`config.mk`:
```
export PLATFORM = sky130hd
export DESIGN_NAME = sfs_sequencer
export DESIGN_NICKNAME = d
export VERILOG_FILES = /design/src/sfs_gap_timer.sv /design/src/sfs_sequencer.sv
export SDC_FILE = /design/constraint.sdc
export NUM_CORES = 1
export LEC_CHECK = 0
export BUFFER_PORTS_ARGS = -buffer_cell sky130_fd_sc_hd__buf_4
export CORE_ASPECT_RATIO = 1.4
export CORE_MARGIN = 2
export CORE_UTILIZATION = 35
export CTS_BUF_LIST = sky130_fd_sc_hd__clkbuf_2 sky130_fd_sc_hd__clkbuf_4 sky130_fd_sc_hd__clkbuf_8
export DETAILED_ROUTE_END_ITERATION = 10
export GPL_ROUTABILITY_DRIVEN = 0
export PLACE_DENSITY = 0.6
export SLEW_MARGIN = 20
export SYNTH_ARGS = -nofsm -noshare
export SYNTH_HDL_FRONTEND = slang
export SYNTH_SLANG_ARGS = --single-unit
```
`constraint.sdc`:
```
create_clock -name clk_sys -period 4.2 [get_ports clk_sys]
set_clock_uncertainty 0.2 [all_clocks]
set_input_delay 0.84 -clock clk_sys [delete_from_list [all_inputs] [get_ports clk_sys]]
set_output_delay 0.84 -clock clk_sys [all_outputs]
set_load 0.05 [all_outputs]
```
`src/sfs_gap_timer.sv`:
```
/*
 * Shared constants of the flash command sequencer and its gap timer.
 * Assumes one clock, a synchronous active-low reset and a common clock enable.
 */
`timescale 1ns/100ps
`default_nettype none

package sfs_pkg;
    // -------------------------------------------------------------------
    // Memory command encodings {cs_n, ras_n, cas_n, we_n}
    // -------------------------------------------------------------------
    localparam logic [3:0] CMD_LOAD = 4'h0;
    localparam logic [3:0] CMD_ACT = 4'h3;
    localparam logic [3:0] CMD_READ = 4'h5;
    localparam logic [3:0] CMD_WRITE = 4'h4;
    localparam logic [3:0] CMD_BURST_STOP = 4'h6;
    localparam logic [3:0] CMD_NOP = 4'h7;
    // -------------------------------------------------------------------
    // Operation codes placed on the low address byte at command load
    // -------------------------------------------------------------------
    localparam int CODE_W = 8;
    localparam logic [7:0] CODE_SETUP = 8'h40;
    localparam logic [7:0] CODE_STATUS = 8'h70;
    localparam int STATUS_W = 8;
    // -------------------------------------------------------------------
    // Gap timer width and sequencer states (Gray along the path)
    // -------------------------------------------------------------------
    localparam int TMR_W = 4;
    localparam logic [TMR_W-1:0] TMR_ZERO = 4'h0;
    localparam logic [TMR_W-1:0] TMR_ONE = 4'h1;
    typedef enum logic [2:0] {
        SFS_IDLE = 3'h0,
        SFS_LOAD = 3'h1,
        SFS_ACT = 3'h3,
        SFS_COL = 3'h2
    } sfs_state_type;
endpackage : sfs_pkg

// -----------------------------------------------------------------------
// Down counter that spaces memory commands
// -----------------------------------------------------------------------
module sfs_gap_timer (
    input wire logic clk_sys,
    input wire logic rst_n,
    input wire logic ce,
    input wire logic load,
    input wire logic [sfs_pkg::TMR_W-1:0] load_val,
    output logic zero
);
    import sfs_pkg::*;

    logic [TMR_W-1:0] cnt;
    logic [TMR_W-1:0] next_cnt;

    // Reload on request, else count down and stop at zero
    always_comb begin
        if (load) begin
            next_cnt = load_val;
        end else if (cnt != TMR_ZERO) begin
            next_cnt = cnt - TMR_ONE;
        end else begin
            next_cnt = cnt;
        end
    end

    // Register the count
    always_ff @(posedge clk_sys) begin
        if (!rst_n) begin
            cnt <= TMR_ZERO;
        end else if (ce) begin
            cnt <= next_cnt;
        end
    end

    assign zero = (cnt == TMR_ZERO);
endmodule // sfs_gap_timer

`default_nettype wire

```
`src/sfs_sequencer.sv`:
```
/*
 * Flash command sequencer: turns host writes into program triplets and host
 * reads into status-read triplets on an SDRAM-style command bus.
 * Assumes the flash samples commands on clk_sys and answers reads after the
 * configured CAS latency; host request signals are synchronous to clk_sys.
 */
`timescale 1ns/100ps
`default_nettype none

module sfs_sequencer #(
    parameter int BANK_W = 2,
    parameter int ROW_W = 12,
    parameter int COL_W = 9,
    parameter int DATA_W = 16,
    parameter int CAS_LAT = 2,
    parameter int LOAD_GAP = 1,
    parameter int RCD_GAP = 1
) (
    input wire logic clk_sys,
    input wire logic rst_n,
    input wire logic ce,
    input wire logic req_valid,
    input wire logic req_write,
    input wire logic [BANK_W+ROW_W+COL_W-1:0] req_addr,
    input wire logic [DATA_W-1:0] req_wdata,
    output logic req_ready,
    output logic req_done,
    output logic [sfs_pkg::STATUS_W-1:0] req_rdata,
    output logic mem_cs_n,
    output logic mem_ras_n,
    output logic mem_cas_n,
    output logic mem_we_n,
    output logic [BANK_W-1:0] mem_ba,
    output logic [ROW_W-1:0] mem_addr,
    output logic [DATA_W-1:0] mem_dq_out,
    output logic mem_dq_oe_n,
    input wire logic [DATA_W-1:0] mem_dq_in
);
    import sfs_pkg::*;

    // -------------------------------------------------------------------
    // Elaboration checks
    // -------------------------------------------------------------------
    if (ROW_W <= COL_W || ROW_W <= CODE_W) begin : g_bad_width
        $error("sfs_sequencer: ROW_W must exceed COL_W and the code width");
    end
    if (DATA_W < STATUS_W) begin : g_bad_data
        $error("sfs_sequencer: DATA_W must hold the status byte");
    end
    if (CAS_LAT < 1 || CAS_LAT > 3) begin : g_bad_cas
        $error("sfs_sequencer: CAS_LAT must be 1 to 3");
    end
    if (LOAD_GAP < 1 || RCD_GAP < 1 || LOAD_GAP > 16 || RCD_GAP > 16) begin : g_bad_gap
        $error("sfs_sequencer: command gaps must be 1 to 16 cycles");
    end

    localparam logic [TMR_W-1:0] LOAD_WAIT = TMR_W'(LOAD_GAP - 1);
    localparam logic [TMR_W-1:0] RCD_WAIT = TMR_W'(RCD_GAP - 1);
    localparam logic [TMR_W-1:0] CAS_WAIT = TMR_W'(CAS_LAT);

    // -------------------------------------------------------------------
    // Address helpers
    // -------------------------------------------------------------------
    // Command load address: upper row lines plus operation code
    function automatic logic [ROW_W-1:0] load_addr(input logic [ROW_W-1:0] row,
                                                   input logic [CODE_W-1:0] code);
        load_addr = {row[ROW_W-1:CODE_W], code};
    endfunction

    // Column address, zero extended to the bus
    function automatic logic [ROW_W-1:0] col_addr(input logic [COL_W-1:0] col);
        col_addr = {{(ROW_W-COL_W){1'b0}}, col};
    endfunction

    // -------------------------------------------------------------------
    // State and held request
    // -------------------------------------------------------------------
    sfs_state_type state, next_state;
    logic wr, next_wr;
    logic [BANK_W-1:0] bank, next_bank;
    logic [ROW_W-1:0] row, next_row;
    logic [COL_W-1:0] col, next_col;
    logic [DATA_W-1:0] wdata, next_wdata;
    logic [3:0] cmd, next_cmd;
    logic [BANK_W-1:0] next_ba;
    logic [ROW_W-1:0] next_addr;
    logic [DATA_W-1:0] next_dq_out;
    logic next_dq_oe_n;
    logic next_done;
    logic [STATUS_W-1:0] next_rdata;
    logic tmr_load;
    logic [TMR_W-1:0] tmr_val;
    logic tmr_zero;

    // Request accepted only while idle; host stalls otherwise
    assign req_ready = (state == SFS_IDLE);

    // Gap timer spacing the three commands
    sfs_gap_timer u_gap (
        .clk_sys(clk_sys),
        .rst_n(rst_n),
        .ce(ce),
        .load(tmr_load),
        .load_val(tmr_val),
        .zero(tmr_zero)
    );

    // Next state, next pin values and capture
    always_comb begin
        next_state = state;
        next_wr = wr;
        next_bank = bank;
        next_row = row;
        next_col = col;
        next_wdata = wdata;
        next_cmd = CMD_NOP;
        next_ba = mem_ba;
        next_addr = mem_addr;
        next_dq_out = mem_dq_out;
        next_dq_oe_n = 1'b1;
        next_done = 1'b0;
        next_rdata = req_rdata;
        tmr_load = 1'b0;
        tmr_val = TMR_ZERO;
        case (state)
            SFS_IDLE: begin
                if (req_valid) begin
                    next_wr = req_write;
                    next_bank = req_addr[BANK_W+ROW_W+COL_W-1:ROW_W+COL_W];
                    next_row = req_addr[ROW_W+COL_W-1:COL_W];
                    next_col = req_addr[COL_W-1:0];
                    next_wdata = req_wdata;
                    next_cmd = CMD_LOAD;
                    next_ba = req_addr[BANK_W+ROW_W+COL_W-1:ROW_W+COL_W];
                    // Setup code for writes, status code for reads
                    next_addr = load_addr(req_addr[ROW_W+COL_W-1:COL_W],
                                          req_write ? CODE_SETUP : CODE_STATUS);
                    tmr_load = 1'b1;
                    tmr_val = LOAD_WAIT;
                    next_state = SFS_LOAD;
                end
            end
            SFS_LOAD: begin
                if (tmr_zero) begin
                    next_cmd = CMD_ACT;
                    next_ba = bank;
                    next_addr = row;
                    tmr_load = 1'b1;
                    tmr_val = RCD_WAIT;
                    next_state = SFS_ACT;
                end
            end
            SFS_ACT: begin
                if (tmr_zero) begin
                    next_ba = bank;
                    next_addr = col_addr(col);
                    tmr_load = 1'b1;
                    next_state = SFS_COL;
                    if (wr) begin
                        // Single word, data driven for this cycle only
                        next_cmd = CMD_WRITE;
                        next_dq_out = wdata;
                        next_dq_oe_n = 1'b0;
                        tmr_val = TMR_ZERO;
                    end else begin
                        next_cmd = CMD_READ;
                        tmr_val = CAS_WAIT;
                    end
                end
            end
            SFS_COL: begin
                if (tmr_zero) begin
                    if (!wr) begin
                        next_rdata = mem_dq_in[STATUS_W-1:0];
                    end
                    next_done = 1'b1;
                    next_state = SFS_IDLE;
                end
            end
            default: begin
                next_state = SFS_IDLE;
            end
        endcase
    end

    // Register state, request and pins
    always_ff @(posedge clk_sys) begin
        if (!rst_n) begin
            state <= SFS_IDLE;
            wr <= 1'b0;
            bank <= '0;
            row <= '0;
            col <= '0;
            wdata <= '0;
            cmd <= CMD_NOP;
            mem_ba <= '0;
            mem_addr <= '0;
            mem_dq_out <= '0;
            mem_dq_oe_n <= 1'b1;
            req_done <= 1'b0;
            req_rdata <= '0;
        end else if (ce) begin
            state <= next_state;
            wr <= next_wr;
            bank <= next_bank;
            row <= next_row;
            col <= next_col;
            wdata <= next_wdata;
            cmd <= next_cmd;
            mem_ba <= next_ba;
            mem_addr <= next_addr;
            mem_dq_out <= next_dq_out;
            mem_dq_oe_n <= next_dq_oe_n;
            req_done <= next_done;
            req_rdata <= next_rdata;
        end
    end

    // Command pins straight from the command register
    assign {mem_cs_n, mem_ras_n, mem_cas_n, mem_we_n} = cmd;

    // -------------------------------------------------------------------
    // Assertions
    // -------------------------------------------------------------------
    // Helpers: last command issued, and enabled edges counted since Read
    logic [3:0] last_cmd, next_last_cmd;
    logic [TMR_W-1:0] rd_edges, next_rd_edges;

    // Remember the previous command; count read latency in enabled edges
    always_comb begin
        next_last_cmd = last_cmd;
        next_rd_edges = rd_edges;
        if (ce && cmd != CMD_NOP) begin
            next_last_cmd = cmd;
        end
        if (ce && cmd == CMD_READ) begin
            next_rd_edges = TMR_ONE;
        end else if (ce && rd_edges == CAS_WAIT) begin
            next_rd_edges = TMR_ZERO;
        end else if (ce && rd_edges != TMR_ZERO) begin
            next_rd_edges = rd_edges + TMR_ONE;
        end
    end

    // Register the helpers
    always_ff @(posedge clk_sys) begin
        if (!rst_n) begin
            last_cmd <= CMD_NOP;
            rd_edges <= TMR_ZERO;
        end else begin
            last_cmd <= next_last_cmd;
            rd_edges <= next_rd_edges;
        end
    end
endmodule // sfs_sequencer

`default_nettype wire

```
==> results of run 1 <==
[metrics by stage]
step	power [mW]	hold slack, ns	area, um2	std cells
3_5_place_dp	1.237	0.2579	4442	616
2_1_floorplan	1.142	0.2400	3686	412
5_1_grt	1.835	0.2898	4611	631
4_1_cts	1.764	0.2706	4611	631
6_report	1.737	0.2667	4611	631
3_3_place_gp	1.232	0.2499	4442	616
[power by group through the flow]
stage          Clock [mW]  Combinational [mW]  Sequential, mW
2_1_floorplan           0               0.174           0.968
3_3_place_gp            0               0.297           0.935
3_5_place_dp            0               0.301           0.936
4_1_cts             0.546               0.301           0.917
5_1_grt             0.583               0.328           0.923
6_report            0.525               0.297           0.916
[sequential cells by signal (all words and copies together), names as in the netlist]
| register | cells |
|---|---|
| mem_dq_out | 16 |
| wdata | 16 |
| mem_addr | 12 |
| row | 12 |
| col | 9 |
| req_rdata | 8 |
| u_gap.cnt | 4 |
| cmd | 3 |
| bank | 2 |
| mem_ba | 2 |
| state | 2 |
| mem_dq_oe_n | 1 |
| req_done | 1 |
| wr | 1 |
[cell families after synthesis]
group	Yosys count
buffers and inverters	38
AOI/OAI and AO/OA	78
and+or+nand+nor	170
DFF	89
other	1
adders and majority gates	1
muxes	35
[how the worst max path moves through the flow]
stage,cells past startpoint,to
after floorplan,3,req_ready
after global placement,6,cmd[0]
after detailed placement,6,cmd[0]
after CTS,5,wdata[12]
after global routing,5,wdata[12]
final,2,req_ready
[layout make-up]
cell class	instances	area [um2]
well taps	138	172.7
clock buffers	9	123.9
clock inverters	6	45.04
flip-flops and latches	89	1782
multi-input cells	285	1725
inverters	5	18.77
fillers	1069	5684
repair buffers	99	743.2
[metal layers]
layer / vias up / track usage (%) / wire, um
li1: 1521 / - / -
met1: 1334 / 18.24 / 3648
met2: 48 / 24.19 / 3984
met3: 11 / 5.000 / 367
met4: 0 / 5.158 / 133
met5: - / 0 / 0
[Yosys cell counts, types with 2 or more instances]
| library cell | number | area (um2) |
|---|---|---|
| nand2_1 | 101 | 379.1 |
| dfxtp_1 | 89 | 1782 |
| a21boi_0 | 42 | 315.3 |
| mux2i_1 | 33 | 330.3 |
| nor2b_1 | 33 | 206.5 |
| clkbuf_1 | 16 | 60.06 |
| nand3_1 | 16 | 80.08 |
| o21ai_0 | 15 | 75.07 |
| buf_2 | 8 | 40.04 |
| a21oi_1 | 7 | 35.03 |
| buf_4 | 6 | 45.04 |
| inv_1 | 5 | 18.77 |
| o31ai_1 | 5 | 37.54 |
| nand2b_1 | 4 | 25.02 |
| nor2_1 | 4 | 15.01 |
| nand3b_1 | 3 | 22.52 |
| buf_1 | 2 | 7.510 |
| mux2_2 | 2 | 22.52 |
| nor3b_2 | 2 | 25.02 |
| o211ai_1 | 2 | 15.01 |
[worst max-delay path, cell delays in order, from the launching register on]
cell and delay (ns):
dfxtp_1 0.90, nor2_1 0.09, buf_4 0.22
==> summary.md, run 1 <==
| Metric | Value |
|---|---|
| Final Hold Fails | `0` |
| Synth Area in Compound Gates | `14.80%` |
| Initial core utilization | `35.80%` |
| Worst slew margin | `34.58%` |
| Combinational family with the most area after synthesis | `simple AND/OR/NAND/NOR gates` |
| Hold path endpoint | `wdata[2]` |
| CP Capture Type | `output port` |
| Die ar. | `0.01138 mm2` |
| Ys Warns | `0` |
| Initial antenna violation count | `0` |
| Diodes inserted | `0` |
| Clock buffer depth | `2` |
| #FFs+latches synth | `89` |
| Max IR drop VDD | `0.1488 mV` |
| Synth Area in XOR/XNOR | `0%` |
| Fin worst setup slack | `1.574 ns` |
| Resized cells post-CTS | `0` |
| Pre-CTS WS | `1.441 ns` |
| First-pass GRT wire length | `13420 um` |
| Switching Fraction | `29.78%` |
| Leakage power | `1.963 nW` |
| Postcts setup bufs | `0` |
| Total iterations of the first detailed-routing run | `4` |
| Layout cells sized above 1 | `24.75%` |
| Synth Flop Type | `dfxtp_1` |
| Register share of total power | `52.7%` |
| H-tree Lvls | `3` |
| Vias per std cell | `4.618` |
| Vias in the first global route | `2710` |
| IO Port Bufs | `95` |
| Die H | `125.4 um` |
| Most common cell after layout, fill and taps aside | `nand2_1` |
| Max Cap Viol | `0` |
| Adder-Cell Fraction of Synth Area | `0.3394%` |
| Unrepaired setup endpoints after global routing | `false` |
| Worst-Margin Slew | `0.9812 ns` |
| Final core utilization | `44.79%` |
| Cell Area, Synth | `0.003686 mm2` |
| Worst-skew pair later-pin latency | `0.36 ns` |
| Via count | `2914` |
| Worst setup path category | `reg2out` |
| GR Overflow Total | `0` |
| CTS tree | `done` |
| Core Area | `0.01029 mm2` |
| Min-Delay Startpoint | `wdata[2]` |
| Mapped Cells | `412` |
| Num ports | `105` |
| CTS buffer count | `9` |
| Wirelength per Cell | `12.89 um` |
| Power share of the clock group | `30.2%` |
| Initial DRC Count | `115` |
| Post-synth EDFFs | `0` |
| # clock sinks | `89` |
| Worst Setup SP | `state[0]` |
| RR Endpoint | `wdata[12]` |
| HPWL after DPL | `5434 um` |
| Synth-to-layout area growth | `25.08%` |
| R2r setup slk | `1.59 ns` |
| Largest net degree at the start of global routing | `100` |
| Root Driver | `clkbuf_8` |
| Post-cts hold buffer count | `0` |
| Nets | `550` |
| Post-synth ARST share | `0%` |
| CP arrival | `1.59 ns` |
| CTS clk-pin slew, worst paths | `0.09 ns` |
| Comb power frac | `17.1%` |
| Drt total wl | `8134 um` |
| Setup-failing EPs final | `0` |
| PwrDens | `376.8 mW/mm2` |
| Post-Syn Nets | `473` |
| Crit-path max FO | `25` |
| Gr usage total | `14.83%` |
| Synth cell types | `37` |
| Final ANT Viol Nets | `0` |
| Critical R2R Launch | `state[0]` |
| Syn_area_per_cell | `8.947 um2` |
| Commonest non-fill, non-tap cells in the layout | `nand2_1 (101), buf_4 (99), dfxtp_1 (89), a21boi_0 (42)` |
| Outcome | `finished, final reports clean` |
| Synth Area in Simple Gates | `21.89%` |
| Worst hold path type | `reg2reg` |
| DRC Markers | `0` |
| Crit share post-route | `62.52%` |
| Worst r2r path cells | `5` |
| Multiplexer share of the synthesized area | `9.572%` |
| Tmin final | `2.626 ns` |
| Cells on Worst Hold Path | `2` |
| Sequential area share after synthesis | `48.34%` |
| Achievable clock frequency | `0.3809 GHz` |
| CP Launch Type | `flop` |
| Final Max Tran Viols | `0` |
| Internal | `1.220 mW` |
| Req. time, crit path | `3.16 ns` |
| Net Sw Power | `517.4 uW` |
| Setup TNS | `0 ns` |
| Rows | `44` |
| Die width | `90.73 um` |
Note: power is estimated with default switching activity, not from simulation.
==> inputs of run 2 (changes only) <==
==> constraint.sdc (replaced) <==
create_clock -name clk_sys -period 2.7 [get_ports clk_sys]
set_clock_uncertainty 0.2 [all_clocks]
set_input_delay 0.54 -clock clk_sys [delete_from_list [all_inputs] [get_ports clk_sys]]
set_output_delay 0.54 -clock clk_sys [all_outputs]
set_load 0.05 [all_outputs]
==> run 2 against run 1 <==
Compared with the run above:
- via count is 0.24% higher
- sequential share of layout area is 0.51 points lower
- first-iteration DRC count down 19%
- critical path depth increased by 4
- sequential power rose by 55%
- count of clock-buffer cells in the layout increased by 1
- register-to-register slack got worse by 1.1 ns
- critical endpoint is now req_rdata[7]
==> summary.md, run 2 (synthesis results as in run 1) <==
| Metric | Value |
|---|---|
| Outcome | `finished, final reports clean` |
| Clock buffer depth | `2 (unchanged)` |
| Leakage power | `1.992 nW (+1.5%)` |
| Most common cell after layout, fill and taps aside | `buf_4` |
| Top flop regs | `mem_dq_out x16, wdata x16` |
| Initial antenna violation count | `0 (unchanged)` |
| R2r setup slk | `0.53 ns (-1.06 ns)` |
| IO Port Bufs | `95 (unchanged)` |
| Fin cells | `635 (+0.63%)` |
| Wirelength per Cell | `12.84 um (-0.39%)` |
| Vias per std cell | `4.600 (-0.39%)` |
| Via count | `2921 (+0.24%)` |
| Comb power frac | `17.3% (+0.2 points)` |
| First-pass GRT wire length | `13400 um (-0.16%)` |
| Placed Instances | `620 (+0.65%)` |
| Switching Fraction | `28.07% (-1.7 points)` |
| Worst slew margin | `61.58% (+27 points)` |
| Worst setup path category | `reg2reg` |
| GR Overflow Total | `0 (unchanged)` |
| CP arrival | `2.23 ns (+0.64 ns)` |
| Final ANT Viol Nets | `0 (unchanged)` |
| Die width | `90.73 um (unchanged)` |
| Internal | `2.006 mW (+64%)` |
| Setup-failing EPs final | `0 (unchanged)` |
| Drt total wl | `8154 um (+0.25%)` |
| Die H | `125.4 um (unchanged)` |
| Total iterations of the first detailed-routing run | `4 (unchanged)` |
| Max Cap Viol | `0 (unchanged)` |
| HPWL after DPL | `5535 um (+1.9%)` |
| Unrepaired setup endpoints after global routing | `false` |
| Core Area | `0.01029 mm2 (unchanged)` |
| Worst Setup SP | `u_gap.cnt[0]` |
| Critical R2R Launch | `u_gap.cnt[0]` |
| CTS tree | `done` |
| Tmin final | `2.167 ns` |
| Resized cells post-CTS | `0 (unchanged)` |
| # clock sinks | `89 (unchanged)` |
| CTS clk-pin slew, worst paths | `0.09 ns (about the same)` |
| Delay of the slowest critical-path stage | `0.53 ns (-0.37 ns)` |
| Register share of total power | `50.8% (-1.9 points)` |
| Worst-Margin Slew | `0.5733 ns (-0.4079 ns)` |
| Diodes inserted | `0 (unchanged)` |
| DRC Markers | `0 (unchanged)` |
| Gr usage total | `14.74% (-0.081 points)` |
| Critical Path Stages | `6 (+4)` |
| GRT met2 Usage | `24.85% (+0.66 points)` |
| Nets | `554 (+0.73%)` |
| CTS buffer count | `9 (unchanged)` |
| Max IR drop VDD | `0.2202 mV (+48%)` |
| PwrDens | `597.0 mW/mm2 (+58%)` |
| Layout fillers | `1029 (-3.7%)` |
| H-tree Lvls | `3 (unchanged)` |
| Final core utilization | `45.38% (+0.60 points)` |
| Largest net degree at the start of global routing | `50 (-50%)` |
| Crit-path leading delay family | `simple AND/OR/NAND/NOR gates` |
| RR Endpoint | `req_rdata[7]` |
| Achievable clock frequency | `0.4614 GHz` |
| Post-cts hold buffer count | `0 (unchanged)` |
| Power share of the clock group | `31.9% (+1.7 points)` |
| Worst hold slack | `0.2250 ns (-0.04170 ns)` |
| Critical path cell sequence | `inv_1 -> ha_1 -> nor3b_2 -> nand4b_1 -> mux2i_1 -> nor2b_1` |
| Worst-skew pair later-pin latency | `0.36 ns (about the same)` |
| Die ar. | `0.01138 mm2 (unchanged)` |
| Postcts setup bufs | `0 (unchanged)` |
| Setup TNS | `0 ns (unchanged)` |
| Layout cells sized above 1 | `25.35% (+0.61 points)` |
| Rows | `44 (unchanged)` |
| Crit-path max FO | `8 (-68%)` |
| Synth-to-layout area growth | `26.75%` |
| Net Sw Power | `783.1 uW (+51%)` |
| Busiest grt layer | `met2` |
| Vias in the first global route | `2790 (+3.0%)` |
| GRT met1 Usage | `17.62% (-0.62 points)` |
| Met3 Resource Use GR | `2.711% (-2.3 points)` |
| Final Max Tran Viols | `0 (unchanged)` |
| Worst r2r path cells | `6 (+1)` |
| Commonest non-fill, non-tap cells in the layout | `buf_4 (102), nand2_1 (101), dfxtp_1 (89), a21boi_0 (42)` |
| Worst Path Buf+Inv | `1 (unchanged)` |
| Final Hold Fails | `0 (unchanged)` |
| Worst hold path type | `in2reg` |
| CP Capture Type | `flop` |
| Initial DRC Count | `93 (-19%)` |
| Crit-path slowest cell | `nand4b_1` |
| Num ports | `105 (unchanged)` |
| Root Driver | `clkbuf_8` |
| Crit path to | `req_rdata[7]` |
| Crit share post-route | `80.27%` |
| CP Launch Type | `flop` |
| Req. time, crit path | `2.76 ns (-0.40 ns)` |
| Initial core utilization | `35.80% (unchanged)` |
run 2: cell types whose count changed in the layout (fill, tap and decap cells not counted), sizes merged:
cell / delta
buf: +4
bufinv: +1
clkbuf: +1
clkinv: -3
clkinvlp: +1
run 2: area by class of cell:
| class | count | area, um2 | area share (%) |
|---|---|---|---|
| clock buffers | 10 | 131.4 | 2.812 |
| clock inverters | 5 | 56.30 | 1.205 |
| inverters | 5 | 18.77 | 0.4017 |
| multi-input cells | 285 | 1725 | 36.93 |
| flip-flops and latches | 89 | 1782 | 38.14 |
| well taps | 138 | 172.7 | 3.696 |
| repair buffers | 103 | 785.8 | 16.82 |
run 2: metrics by stage:
step	total power [mW]	setup slack [ns]	area, um2
floorplan	1.776	0.6014	3686
global placement	1.927	0.5587	4484
detailed placement	1.937	0.5165	4484
CTS	2.833	0.5008	4672
global route	2.938	0.2657	4672
finish	2.789	0.5327	4672
run 2: power groups by stage:
stage	sequential [mW]	clock (mW)	combinational [mW]
after floorplan	1.51	0	0.271
final	1.42	0.888	0.483
after CTS	1.42	0.925	0.489
after global routing	1.43	0.979	0.531
after detailed placement	1.45	0	0.487
after global placement	1.45	0	0.480
run 2: routing by layer:
layer | vias up | share of wire [%]
li1 | 1531 | -
met1 | 1322 | 44
met2 | 57 | 50
met3 | 11 | 4.0
met4 | 0 | 2.4
met5 | - | 0
run 2: worst min-delay path by stage:
stage	slack [ns]	end	start	depth (start not counted)
final	0.23	req_rdata[6]	mem_dq_in[6]	3
after global routing	0.22	req_rdata[3]	mem_dq_in[3]	3
after CTS	0.21	wdata[4]	req_wdata[4]	3
after detailed placement	0.26	wdata[9]	wdata[9]	2
after global placement	0.25	bank[1]	bank[1]	2
after floorplan	0.24	bank[0]	bank[0]	2
run 2: worst reg2reg max path: stages, from the launching register on:
cell	delay, ns
dfxtp_1	0.34
inv_1	0.06
ha_1	0.20
nor3b_2	0.36
nand4b_1	0.53
mux2i_1	0.32
nor2b_1	0.06
